[config.mk]
export PLATFORM = sky130hd
export DESIGN_NAME = dagm_top
export DESIGN_NICKNAME = d
export VERILOG_FILES = /design/src/include/dagm_pkg.sv /design/src/core/dagm_ea_calc.sv /design/src/core/dagm_top.sv
export SDC_FILE = /design/constraint.sdc
export NUM_CORES = 1
export LEC_CHECK = 0
export BUFFER_PORTS_ARGS = -buffer_cell sky130_fd_sc_hd__buf_2
export CAP_MARGIN = 20
export CORE_ASPECT_RATIO = 1.25
export CORE_UTILIZATION = 35
export DETAILED_ROUTE_END_ITERATION = 10
export MAX_ROUTING_LAYER = met4
export SLEW_MARGIN = 20
export SYNTH_ARGS = -nofsm -noshare
export SYNTH_HDL_FRONTEND = slang
export SYNTH_SLANG_ARGS = --single-unit
[constraint.sdc]
create_clock -name sys_clk_i -period 11.23 [get_ports sys_clk_i]
set_input_delay 0.5615 -clock sys_clk_i [delete_from_list [all_inputs] [get_ports sys_clk_i]]
set_output_delay 0.5615 -clock sys_clk_i [all_outputs]
set_load 0.01 [all_outputs]
[src/include/dagm_pkg.sv]
// Purpose: shared constants and types of the address generation unit
// Assumes: 16-bit data space, word registers on a 32-bit APB
// Notes:   register offsets are byte addresses
package dagm_pkg;
	// ------------------------------------------------------------
	// register map
	// ------------------------------------------------------------
	localparam logic [11:0] OFF_MODE   = 12'h000;
	localparam logic [11:0] OFF_XSTART = 12'h004;
	localparam logic [11:0] OFF_XEND   = 12'h008;
	localparam logic [11:0] OFF_YSTART = 12'h00c;
	localparam logic [11:0] OFF_YEND   = 12'h010;
	localparam logic [11:0] OFF_BREV   = 12'h014;
	localparam logic [11:0] OFF_STAT   = 12'h018;
	// ------------------------------------------------------------
	// fields and reset values
	// ------------------------------------------------------------
	localparam int          XSEL_LSB   = 0;
	localparam int          YSEL_LSB   = 4;
	localparam int          BSEL_LSB   = 8;
	localparam int          XEN_BIT    = 15;
	localparam int          YEN_BIT    = 14;
	localparam int          BREN_BIT   = 15;
	localparam int          ST_XMOD    = 0;
	localparam int          ST_YMOD    = 1;
	localparam int          ST_BREV    = 2;
	localparam int          ST_MACERR  = 3;
	localparam int          ST_CFGERR  = 4;
	localparam int          INTERRUPT_DISABLE_INSTRUCTION_W     = 14;
	localparam logic [3:0]  SEL_NONE   = 4'hf;
	localparam logic [1:0]  MAC_GRP    = 2'h2;
	localparam logic [15:0] MODE_RST   = 16'h0fff;
	localparam logic [15:0] ADDR_RST   = 16'h0000;
	localparam logic [15:0] BREV_RST   = 16'h0000;
	localparam logic [15:0] STEP2      = 16'h0002;
	localparam logic [15:0] STEP4      = 16'h0004;
	localparam logic [15:0] STEP6      = 16'h0006;
	localparam logic [15:0] WORD_ADJ   = 16'h0002;
	// ------------------------------------------------------------
	// types
	// ------------------------------------------------------------
	typedef enum logic [2:0] {
		DAGM_AM_DIRECT, DAGM_AM_IND, DAGM_AM_POST,
		DAGM_AM_PRE, DAGM_AM_REGOFF, DAGM_AM_LITOFF
	} dagm_mode_t;
	typedef enum logic [1:0] {DAGM_U_XRD, DAGM_U_XWR, DAGM_U_Y} dagm_unit_t;
	typedef struct packed {
		logic        valid;
		dagm_unit_t  unit;
		dagm_mode_t  mode;
		logic [3:0]  ptr_sel;
		logic [15:0] ptr_val;
		logic [15:0] step;
	} dagm_op_t;
	typedef struct packed {
		logic            mac;
		logic            byte_acc;
		logic            lit_interrupt_disable_instruction;
		logic [15:0]     lit;
		logic [15:0]     off_val;
		dagm_op_t [1:0]  op;
	} dagm_req_t;
	typedef struct packed {
		logic [15:0] mode;
		logic [15:0] xstart;
		logic [15:0] xend;
		logic [15:0] ystart;
		logic [15:0] yend;
		logic [15:0] brev;
	} dagm_cfg_t;
	typedef struct packed {
		logic [15:0] ea;
		logic        wb_en;
		logic [15:0] wb_val;
		logic        invalid;
		logic        xmod;
		logic        ymod;
		logic        brev;
	} dagm_res_t;
	typedef struct packed {
		dagm_cfg_t   cfg;
		logic [4:0]  stat;
		logic [31:0] prdata;
		logic        pready;
		logic        pslverr;
		dagm_res_t   src;
		dagm_res_t   dst;
		logic [31:0] lit;
		logic        done;
	} dagm_state_t;
endpackage : dagm_pkg
[src/core/dagm_ea_calc.sv]
// Purpose: one effective-address path with modulo and bit-reversed correction
// Assumes: purely combinational, fed from the top each cycle
// Notes:   buffers hold word data; length is end minus start plus one word
`timescale 1ns/1ps
module dagm_ea_calc (
	input  wire dagm_pkg::dagm_op_t  op_i,
	input  wire logic [15:0]         off_i,
	input  wire logic                mac_i,
	input  wire logic                byte_i,
	input  wire dagm_pkg::dagm_cfg_t cfg_i,
	output dagm_pkg::dagm_res_t      res_o
);
	function automatic logic [15:0] rev16(input logic [15:0] a);
		logic [15:0] r;
		r = '0;
		for (int i = 0; i < 16; i++) begin
			r[i] = a[15-i];
		end
		return r;
	endfunction : rev16

	dagm_pkg::dagm_unit_t unit;
	logic        pre, post, mac_ok, brev_on, x_on, y_on, pow2, up;
	logic [15:0] mod, sum, bsum, lo, hi, len, corr, fix;

	always_comb begin
		// mac operands: low pair on x read, high pair on y
		unit = mac_i ? (op_i.ptr_sel[1] ? dagm_pkg::DAGM_U_Y
			: dagm_pkg::DAGM_U_XRD) : op_i.unit;
		pre  = op_i.mode == dagm_pkg::DAGM_AM_PRE;
		post = op_i.mode == dagm_pkg::DAGM_AM_POST;
		mac_ok = (op_i.ptr_sel[3:2] == dagm_pkg::MAC_GRP) &&
			((op_i.mode == dagm_pkg::DAGM_AM_IND) ||
			(post && (op_i.step == dagm_pkg::STEP2 || op_i.step == dagm_pkg::STEP4 ||
			op_i.step == dagm_pkg::STEP6 || op_i.step == -dagm_pkg::STEP2 ||
			op_i.step == -dagm_pkg::STEP4 || op_i.step == -dagm_pkg::STEP6)) ||
			(op_i.mode == dagm_pkg::DAGM_AM_REGOFF && op_i.ptr_sel[0]));
		// shared offset register value for indexed mode
		mod = (op_i.mode == dagm_pkg::DAGM_AM_REGOFF) ? off_i :
			(pre || post || op_i.mode == dagm_pkg::DAGM_AM_LITOFF) ? op_i.step : '0;
		sum = op_i.ptr_val + mod;
		// pointer and modifier are both reversed, added, and the sum reversed back
		bsum = rev16(rev16(op_i.ptr_val) + rev16({cfg_i.brev[14:0], 1'b0}));
		bsum[0] = 1'b0;
		brev_on = unit == dagm_pkg::DAGM_U_XWR && cfg_i.brev[dagm_pkg::BREN_BIT] &&
			cfg_i.mode[dagm_pkg::BSEL_LSB +: 4] != dagm_pkg::SEL_NONE &&
			op_i.ptr_sel == cfg_i.mode[dagm_pkg::BSEL_LSB +: 4] &&
			(pre || post) && !op_i.step[15] && !byte_i;
		x_on = unit != dagm_pkg::DAGM_U_Y && cfg_i.mode[dagm_pkg::XEN_BIT] &&
			cfg_i.mode[dagm_pkg::XSEL_LSB +: 4] != dagm_pkg::SEL_NONE &&
			op_i.ptr_sel == cfg_i.mode[dagm_pkg::XSEL_LSB +: 4] && !brev_on;
		y_on = unit == dagm_pkg::DAGM_U_Y && cfg_i.mode[dagm_pkg::YEN_BIT] &&
			cfg_i.mode[dagm_pkg::YSEL_LSB +: 4] != dagm_pkg::SEL_NONE &&
			op_i.ptr_sel == cfg_i.mode[dagm_pkg::YSEL_LSB +: 4];
		lo   = y_on ? cfg_i.ystart : cfg_i.xstart;
		hi   = y_on ? cfg_i.yend : cfg_i.xend;
		len  = hi - lo + dagm_pkg::WORD_ADJ;
		pow2 = (len & (len - 16'h0001)) == 16'h0000;
		up   = !mod[15];
		// ordered compares catch steps that jump past a boundary
		if ((up || pow2) && sum > hi) begin
			corr = sum - len;
		end else if ((!up || pow2) && sum < lo) begin
			corr = sum + len;
		end else begin
			corr = sum;
		end
		if (y_on) begin
			corr[0] = 1'b0;
		end
		fix = brev_on ? bsum : (x_on || y_on) ? corr : sum;
		res_o.ea = (pre || op_i.mode == dagm_pkg::DAGM_AM_REGOFF ||
			op_i.mode == dagm_pkg::DAGM_AM_LITOFF) ? fix : op_i.ptr_val;
		res_o.invalid = op_i.valid && mac_i && !mac_ok;
		res_o.wb_en   = op_i.valid && (pre || post) && !res_o.invalid;
		res_o.wb_val  = fix;
		res_o.xmod    = op_i.valid && x_on && mod != 16'h0000;
		res_o.ymod    = op_i.valid && y_on && mod != 16'h0000;
		res_o.brev    = op_i.valid && brev_on;
	end
endmodule : dagm_ea_calc

[src/core/dagm_top.sv]
// Purpose: address generation unit with circular buffers and apb registers
// Assumes: decoder requests are on sys_clk_i; apb master on the same clock
// Notes:   results appear one cycle after a request
`timescale 1ns/1ps
module dagm_top (
	input  wire logic                sys_clk_i,
	input  wire logic                resetn_i,
	input  wire logic [11:0]         paddr_i,
	input  wire logic                psel_i,
	input  wire logic                penable_i,
	input  wire logic                pwrite_i,
	input  wire logic [31:0]         pwdata_i,
	input  wire logic [3:0]          pstrb_i,
	output logic [31:0]              prdata_o,
	output logic                     pready_o,
	output logic                     pslverr_o,
	input  wire logic                req_valid_i,
	input  wire dagm_pkg::dagm_req_t req_i,
	output dagm_pkg::dagm_res_t      src_res_o,
	output dagm_pkg::dagm_res_t      dst_res_o,
	output logic [31:0]              lit_ext_o,
	output logic                     done_o
);
	// ------------------------------------------------------------
	// reset release
	// ------------------------------------------------------------
	logic [1:0] rst_sync_r;
	logic       rst_n;

	always_ff @(posedge sys_clk_i or negedge resetn_i) begin
		if (!resetn_i) begin
			rst_sync_r <= 2'h0;
		end else begin
			rst_sync_r <= {rst_sync_r[0], 1'b1};
		end
	end
	assign rst_n = rst_sync_r[1];

	// ------------------------------------------------------------
	// register decode helpers
	// ------------------------------------------------------------
	function automatic logic reg_hit(input logic [11:0] a);
		return a == dagm_pkg::OFF_MODE || a == dagm_pkg::OFF_XSTART ||
			a == dagm_pkg::OFF_XEND || a == dagm_pkg::OFF_YSTART ||
			a == dagm_pkg::OFF_YEND || a == dagm_pkg::OFF_BREV ||
			a == dagm_pkg::OFF_STAT;
	endfunction : reg_hit

	function automatic logic [15:0] merge(input logic [15:0] old,
		input logic [31:0] wd, input logic [3:0] strb);
		logic [15:0] r;
		r = old;
		if (strb[0]) begin
			r[7:0] = wd[7:0];
		end
		if (strb[1]) begin
			r[15:8] = wd[15:8];
		end
		return r;
	endfunction : merge

	// ------------------------------------------------------------
	// address paths
	// ------------------------------------------------------------
	dagm_pkg::dagm_state_t st_r;
	dagm_pkg::dagm_state_t st_nxt;
	dagm_pkg::dagm_res_t   res_w [2];

	for (genvar g = 0; g < 2; g++) begin : g_path
		dagm_ea_calc u_calc (
			.op_i   (req_i.op[g]),
			.off_i  (req_i.off_val),
			.mac_i  (req_i.mac),
			.byte_i (req_i.byte_acc),
			.cfg_i  (st_r.cfg),
			.res_o  (res_w[g])
		);
	end

	// ------------------------------------------------------------
	// next state
	// ------------------------------------------------------------
	logic        wr_acc;
	logic [15:0] rd16;

	always_comb begin
		st_nxt         = st_r;
		st_nxt.pready  = 1'b0;
		st_nxt.pslverr = 1'b0;
		st_nxt.done    = req_valid_i;
		wr_acc = psel_i && penable_i && st_r.pready && pwrite_i && !st_r.pslverr;
		case (paddr_i)
			dagm_pkg::OFF_MODE:   rd16 = st_r.cfg.mode;
			dagm_pkg::OFF_XSTART: rd16 = st_r.cfg.xstart;
			dagm_pkg::OFF_XEND:   rd16 = st_r.cfg.xend;
			dagm_pkg::OFF_YSTART: rd16 = st_r.cfg.ystart;
			dagm_pkg::OFF_YEND:   rd16 = st_r.cfg.yend;
			dagm_pkg::OFF_BREV:   rd16 = st_r.cfg.brev;
			dagm_pkg::OFF_STAT:   rd16 = {11'h000, st_r.stat};
			default:              rd16 = 16'h0000;
		endcase
		// setup phase: answer is ready for the access phase
		if (psel_i && !penable_i) begin
			st_nxt.pready  = 1'b1;
			st_nxt.pslverr = !reg_hit(paddr_i);
			st_nxt.prdata  = {16'h0000, rd16};
		end
		if (wr_acc) begin
			case (paddr_i)
				dagm_pkg::OFF_MODE:
					st_nxt.cfg.mode = merge(st_r.cfg.mode, pwdata_i, pstrb_i);
				dagm_pkg::OFF_XSTART:
					st_nxt.cfg.xstart = merge(st_r.cfg.xstart, pwdata_i, pstrb_i);
				dagm_pkg::OFF_XEND:
					st_nxt.cfg.xend = merge(st_r.cfg.xend, pwdata_i, pstrb_i);
				dagm_pkg::OFF_YSTART:
					st_nxt.cfg.ystart = merge(st_r.cfg.ystart, pwdata_i, pstrb_i);
				dagm_pkg::OFF_YEND:
					st_nxt.cfg.yend = merge(st_r.cfg.yend, pwdata_i, pstrb_i);
				dagm_pkg::OFF_BREV:
					st_nxt.cfg.brev = merge(st_r.cfg.brev, pwdata_i, pstrb_i);
				dagm_pkg::OFF_STAT:
					if (pstrb_i[0]) begin
						st_nxt.stat = st_r.stat & ~pwdata_i[4:0];
					end
				default: begin
				end
			endcase
		end
		// sticky events set after the clear so that set wins
		if (req_valid_i) begin
			st_nxt.src = res_w[0];
			st_nxt.dst = res_w[1];
			// branch literal signed, disable count unsigned
			st_nxt.lit = req_i.lit_interrupt_disable_instruction ?
				{{(32-dagm_pkg::INTERRUPT_DISABLE_INSTRUCTION_W){1'b0}}, req_i.lit[dagm_pkg::INTERRUPT_DISABLE_INSTRUCTION_W-1:0]} :
				{{16{req_i.lit[15]}}, req_i.lit};
			if (res_w[0].xmod || res_w[1].xmod) begin
				st_nxt.stat[dagm_pkg::ST_XMOD] = 1'b1;
			end
			if (res_w[0].ymod || res_w[1].ymod) begin
				st_nxt.stat[dagm_pkg::ST_YMOD] = 1'b1;
			end
			if (res_w[0].brev || res_w[1].brev) begin
				st_nxt.stat[dagm_pkg::ST_BREV] = 1'b1;
			end
			if (res_w[0].invalid || res_w[1].invalid) begin
				st_nxt.stat[dagm_pkg::ST_MACERR] = 1'b1;
			end
		end else begin
			st_nxt.src = '0;
			st_nxt.dst = '0;
		end
		// reversed buffer bounds give no valid length
		if (st_r.cfg.xend < st_r.cfg.xstart || st_r.cfg.yend < st_r.cfg.ystart) begin
			st_nxt.stat[dagm_pkg::ST_CFGERR] = 1'b1;
		end
	end

	// ------------------------------------------------------------
	// state register
	// ------------------------------------------------------------
	always_ff @(posedge sys_clk_i or negedge rst_n) begin
		if (!rst_n) begin
			st_r            <= '0;
			st_r.cfg.mode   <= dagm_pkg::MODE_RST;
			st_r.cfg.xstart <= dagm_pkg::ADDR_RST;
			st_r.cfg.xend   <= dagm_pkg::ADDR_RST;
			st_r.cfg.ystart <= dagm_pkg::ADDR_RST;
			st_r.cfg.yend   <= dagm_pkg::ADDR_RST;
			st_r.cfg.brev   <= dagm_pkg::BREV_RST;
		end else begin
			st_r <= st_nxt;
		end
	end

	assign prdata_o  = st_r.prdata;
	assign pready_o  = st_r.pready;
	assign pslverr_o = st_r.pslverr;
	assign src_res_o = st_r.src;
	assign dst_res_o = st_r.dst;
	assign lit_ext_o = st_r.lit;
	assign done_o    = st_r.done;
endmodule : dagm_top

==> After elaboration in Yosys (flattened, before gate mapping) <==
Index checks and enable logic that the tools add are counted.
{ "word_totals": {"output_inout_bits": 141, "reg_bits": 228, "word_cells": 273, "inputBits": 173} }
{ "op_classes": {"n_lt_le_gt_ge": 6, "reduce_logical": 133, "addsub": 14, "bitwise": 4, "n_eq_ne": 45, "muxes": 37} }
{ "op_table": {"columns": ["cell", "n"], "rows": [
  ["2-to-1 mux 16 bit", 18],
  ["one-hot mux 16 bit (7 select lines)", 1],
  ["equality test 16 bit, second input constant", 6],
  ["2-to-1 mux 74 bit", 1],
  ["adder 16 bit", 4],
  ["equality test 16 x 3 -> 1 bit, second input constant", 4],
  ["< comparator 16 bit", 4],
  ["subtractor 16 bit", 4],
  ["logical AND 1 bit", 59],
  ["logical OR 1 bit", 39],
  ["AND reduction 3 bit", 13],
  ["equality test 12 x 5 -> 1 bit, second input constant", 3],
  ["adder 16 x 2 -> 16 bit, second input constant", 2],
  ["bitwise AND 16 bit", 2],
  ["equality test 16 x 2 -> 1 bit, second input constant", 2],
  ["> comparator 16 bit", 2],
  ["logical NOT 16 bit", 2],
  ["2-to-1 mux 32 bit", 1],
  ["nonzero test 16 bit", 2],
  ["subtractor 16 x 1 -> 16 bit, second input constant", 2],
  ["adder 15 bit", 2],
  ["equality test 12 x 4 -> 1 bit, second input constant", 2],
  ["equality test 4 bit", 6],
  ["2-to-1 mux 5 bit", 3],
  ["16 further kinds", 55]
]} }

==> Longest topological paths before layout <==
{ "logic_depth": {"depth_word": 21, "depth_mapped": 33, "depth_no_buf": 30} }

==> Hierarchy <==
From an unflattened synthesis, not the netlist that was laid out.
{ "hier_totals": {"cells_unflattened": 2643, "hier_area_um2": 22761.8} }
{ "modules_own_cells": {"columns": ["mod", "cells_per_inst", "seq_area_each_um2", "area_per_inst_um2", "instances"], "rows": [
  ["dagm_top", 847, 5320.1, 10139.7, 1],
  ["dagm_ea_calc (g_path[1].u_calc)", 927, 0.0, 6444.9, 1],
  ["dagm_ea_calc (g_path[0].u_calc)", 869, 0.0, 6177.2, 1]
]} }

==> Least setup slack after synthesis <==
Ideal clock, no wire load.
{ "synth_timing": {"kind": "input-to-reg", "startpoint": "input port req_i[32] (netlist bit)", "endpoint": "register st_r (netlist bit src_res_o[25])", "setup_time_ps": 135, "path_stages": 29, "t_arrival_ps": 6811, "path_buffers": 3, "path_slack_ps": 4284, "required_ps": 11095, "path_cell_list": "xnor2_1 > nand4_1 > nor3_1 > clkbuf_1 > clkbuf_1 > nor2_1 > a21oi_1 > inv_1 > ha_1 > inv_1 > ha_1 > inv_1 > fa_1 > nor2b_1 > o22a_1 > xnor2_2 > inv_2 > or4_4 > a2111oi_4 > nand4_1 > a2111oi_2 > nor4_2 > or3_4 > and2_1 > buf_6 > a221o_1 > o2bb2ai_1 > a21oi_1 > a21oi_1"} }
{ "synth_lines": {"columns": ["element", "line_no", "source"], "rows": [
  ["start: declaration", "dagm_top.sv:18", "input wire dagm_pkg::dagm_req_t req_i,"],
  ["end signal: assignment", "dagm_top.sv:173", "st_r <= st_nxt;"],
  ["end: declaration", "dagm_top.sv:65", "dagm_pkg::dagm_state_t st_r;"]
]} }

==> results_dict.tcl <==
set metrics [dict create \
    finalSetupViolations 0 \
    synth_top_area_frac 0.236 \
    die_w_um 222 \
    worst_setup_path_end_kind "flip-flop" \
    cts_tree "yes" \
    post-route-period-util 0.728 \
    ant_nets 0 \
    rows 100 \
    synthArstFlopShare 1.00 \
    vias 19424 \
    yosys_warnings 0 \
    power_per_cell_area_nw_per_um2 108 \
    synth.top_cells.by_area "dfrtp_1 (24%), ha_1 (15%), mux2_2 (6.3%)" \
    outcome "completed" \
    critPathKind "reg2reg" \
    rr_worst_depth 23 \
    whs_path_depth 2 \
    gp_congestion 1.04 \
    synth.avg_cell_area_um2 8.70 \
    crit_cells 23 \
    ys_seq_area_frac 0.251 \
    drtIter0Drc 1745 \
    clockBufferDepth 3 \
    post_dp_cell_area_um2 22600 \
    clk_latency_ps 580 \
    cts-resized-gates 0 \
    synth_top_area_cell "dfrtp_1" \
    crit_chain "xnor2_1 > nand4_1 > nor3_2 > buf_4 > mux2i_1 > xnor2_1 > inv_1 > fa_1 > nor2b_1 > o22a_1 > xnor2_2 > inv_2 > or4_4 > a2111oi_4 > nand4_1 > a2111oi_2 > nor4_2 > nor3_2 > o21ai_0 > a21o_1 > o21ai_1 > o21ai_1 > and2_1" \
    antenna_found_initial 3 \
    slowest_delay_ps 810 \
    max_clock_freq_mhz 122 \
    max-vdd-ir-drop_mv 0.0935 \
    final_cell_mix "buf_2 (279), ha_1 (260), dfrtp_1 (199), a21oi_1 (172), inv_1 (168)" \
    grt_usage 0.252 \
    synth.distinct_cells 91 \
    crit_slowest_cell "nor3_2" \
    cts_buffers 25 \
    max-slew-margin-rel 0.244 \
    crit_path_start_kind "flip-flop" \
    synth_enable_flop_cells 0 \
    tns_ps 0 \
    grt_pass1_wl_um 116000 \
    worstPathArrival_ps 8630 \
    clk_pin_slew_ps 60 \
    n_fill_cell 5988 \
    syn_to_final_growth_pct 10.8 \
    leakagePower_nw 11.4 \
    synth-main-ff-cell "dfrtp_1" \
    crit_path_max_fanout 40 \
    final_nets 3038 \
    wire_per_inst_um 23.0 \
    period_needed_ps 8180 \
    rsz0062_at_grt "no" \
    cts.sinks 212 \
    tightestPinTransition_ps 1130 \
    final_area_um2 23500 \
    crit_required_ps 11680 \
    critPathTopFamily "simple AND/OR/NAND/NOR gates" \
    final_common_cell "buf_2" \
    synth_seq_cells 212 \
    cts_root_buf "clkbuf_16" \
    initial_utilization 0.355 \
    dpl.hpwl_um 63200 \
    grt_pass1_vias 18968 \
    hold_ws_ps 183 \
    htreeDepth 1 \
    grt_max_degree 72 \
    wirelength_um 77800 \
    slew_viol_final 0 \
    dieHeight_um 277 \
    coreArea_um2 59700 \
    post-route-util 0.393 \
    netlist_instances 2437 \
    fin_total_pwr_w 0.00254 \
    drive_gt1_frac 0.206 \
    io_pins 314 \
    port_buffers 279 \
    synth_area_um2 21200 \
    drv_cap 0 \
    dr.pass1.iters 7 \
    finalHoldViolations 0 \
    dieArea_um2 61500 \
    cp.buffers_inverters 3 \
    hp-class "in2reg" \
    drc 0 \
    viasPerCell 5.74 \
    fin_skew_ps 26.2 \
    gr-total-overflow 0 \
]
cell type report:
class / count / area, um^2 / area share
diodes: 4 / 10.0 / 0.000426
clock buffers: 35 / 703 / 0.0299
clock inverters: 11 / 110 / 0.00469
inverters: 170 / 638 / 0.0272
multi-input cells: 1863 / 14000 / 0.597
flip-flops and latches: 212 / 5320 / 0.227
well taps: 765 / 957 / 0.0408
repair buffers: 323 / 1730 / 0.0736
where the power goes:
part           internal (W)  switching, W
logic              0.000350      0.000548
registers          0.000798     0.0000151
clock network      0.000466      0.000362
total               0.00161      0.000925
worst reg2reg max path: cells and delay by family (launching register included):
kind                       cells  cell delay, ps
AOI/OAI and AO/OA              7            2240
DFF                            1             640
and+or+nand+nor                8            3040
xor gates and xnor gates       3             500
muxes                          1             490
adders and majority gates      1             410
buffers and inverters          3             720
sequential cells by signal, indices dropped and copies added, names as in the netlist:
register / count
pready_o: 1
pslverr_o: 1
dst_res_o: 37
done_o: 1
src_res_o: 37
prdata_o: 16
st_r: 101
lit_ext_o: 16
rst_sync_r: 2
Yosys cell counts (9+ instances only):
cell type and instances:
a211oi_1 17, dfrtp_1 200, nand2b_1 30, and2_1 22, or3_1 11, o21bai_1 31
mux2_2 119, o21ai_0 130, xnor2_1 81, xor2_1 26, nand3_1 39, a221oi_1 24
buf_4 138, nor3_1 52, o22ai_1 19, a22o_1 39, ha_1 260, nor2_1 157
o41ai_1 13, mux2i_1 17, o31ai_1 9, a22oi_1 27, o221ai_1 13, nor2b_1 34
a21oi_1 172, o21a_1 18, clkbuf_1 61, a211o_1 13, nand2_1 139, o211ai_1 17
or2_2 12, and3_1 9, a31oi_1 24, nand4_1 24, fa_1 10, a221o_1 10
dfstp_2 12, nor4_1 32, a21o_1 67, inv_1 168
repair_timing:
action,CTS,global route
hold buffers,1,0
buffers inserted,0,0
endpoints found under the hold margin,2,0
kinds of logic (layout without fill, tap and decap cells):
kind of cell,after synthesis,in the layout,synth area share
adders and majority gates,274,274,0.165
muxes,136,136,0.0713
buffers and inverters,377,539,0.0924
and+or+nand+nor,590,590,0.137
other,2,21,0.000354
DFF,212,212,0.251
xor gates and xnor gates,109,109,0.0458
AOI/OAI and AO/OA,737,737,0.237
path summary, 6_finish.rpt:
check / startpoint / endpoint / slack (ps)
max: st_r[233] / src_res_o[34] / 3050
min: req_i[116] / lit_ext_o[14] / 180
max reg2reg: st_r[233] / src_res_o[34] / 3050
min reg2reg: rst_sync_r[1] / prdata_o[12] / 300
max in group asynchronous: rst_sync_r[1] / dst_res_o[27] / 8160
min in group asynchronous: rst_sync_r[1] / prdata_o[12] / 300
layer usage:
layer,track usage,routed length [um],vias to the layer above,part of all wire
met1,0.290,30900,9524,0.40
li1,-,-,9123,-
met5,-,0,-,0
met3,0.0216,3760,156,0.048
met4,0.126,4200,0,0.054
met2,0.438,38900,621,0.50
metrics by stage:
step / cells / setup WS (ps)
finish: 3383 / 3050
global route: 3382 / 2540
CTS: 3379 / 3180
detailed placement: 3332 / 2940
global placement: 3332 / 2990
floorplan: 2452 / 4280
Note: power is estimated with default switching activity, not from simulation.
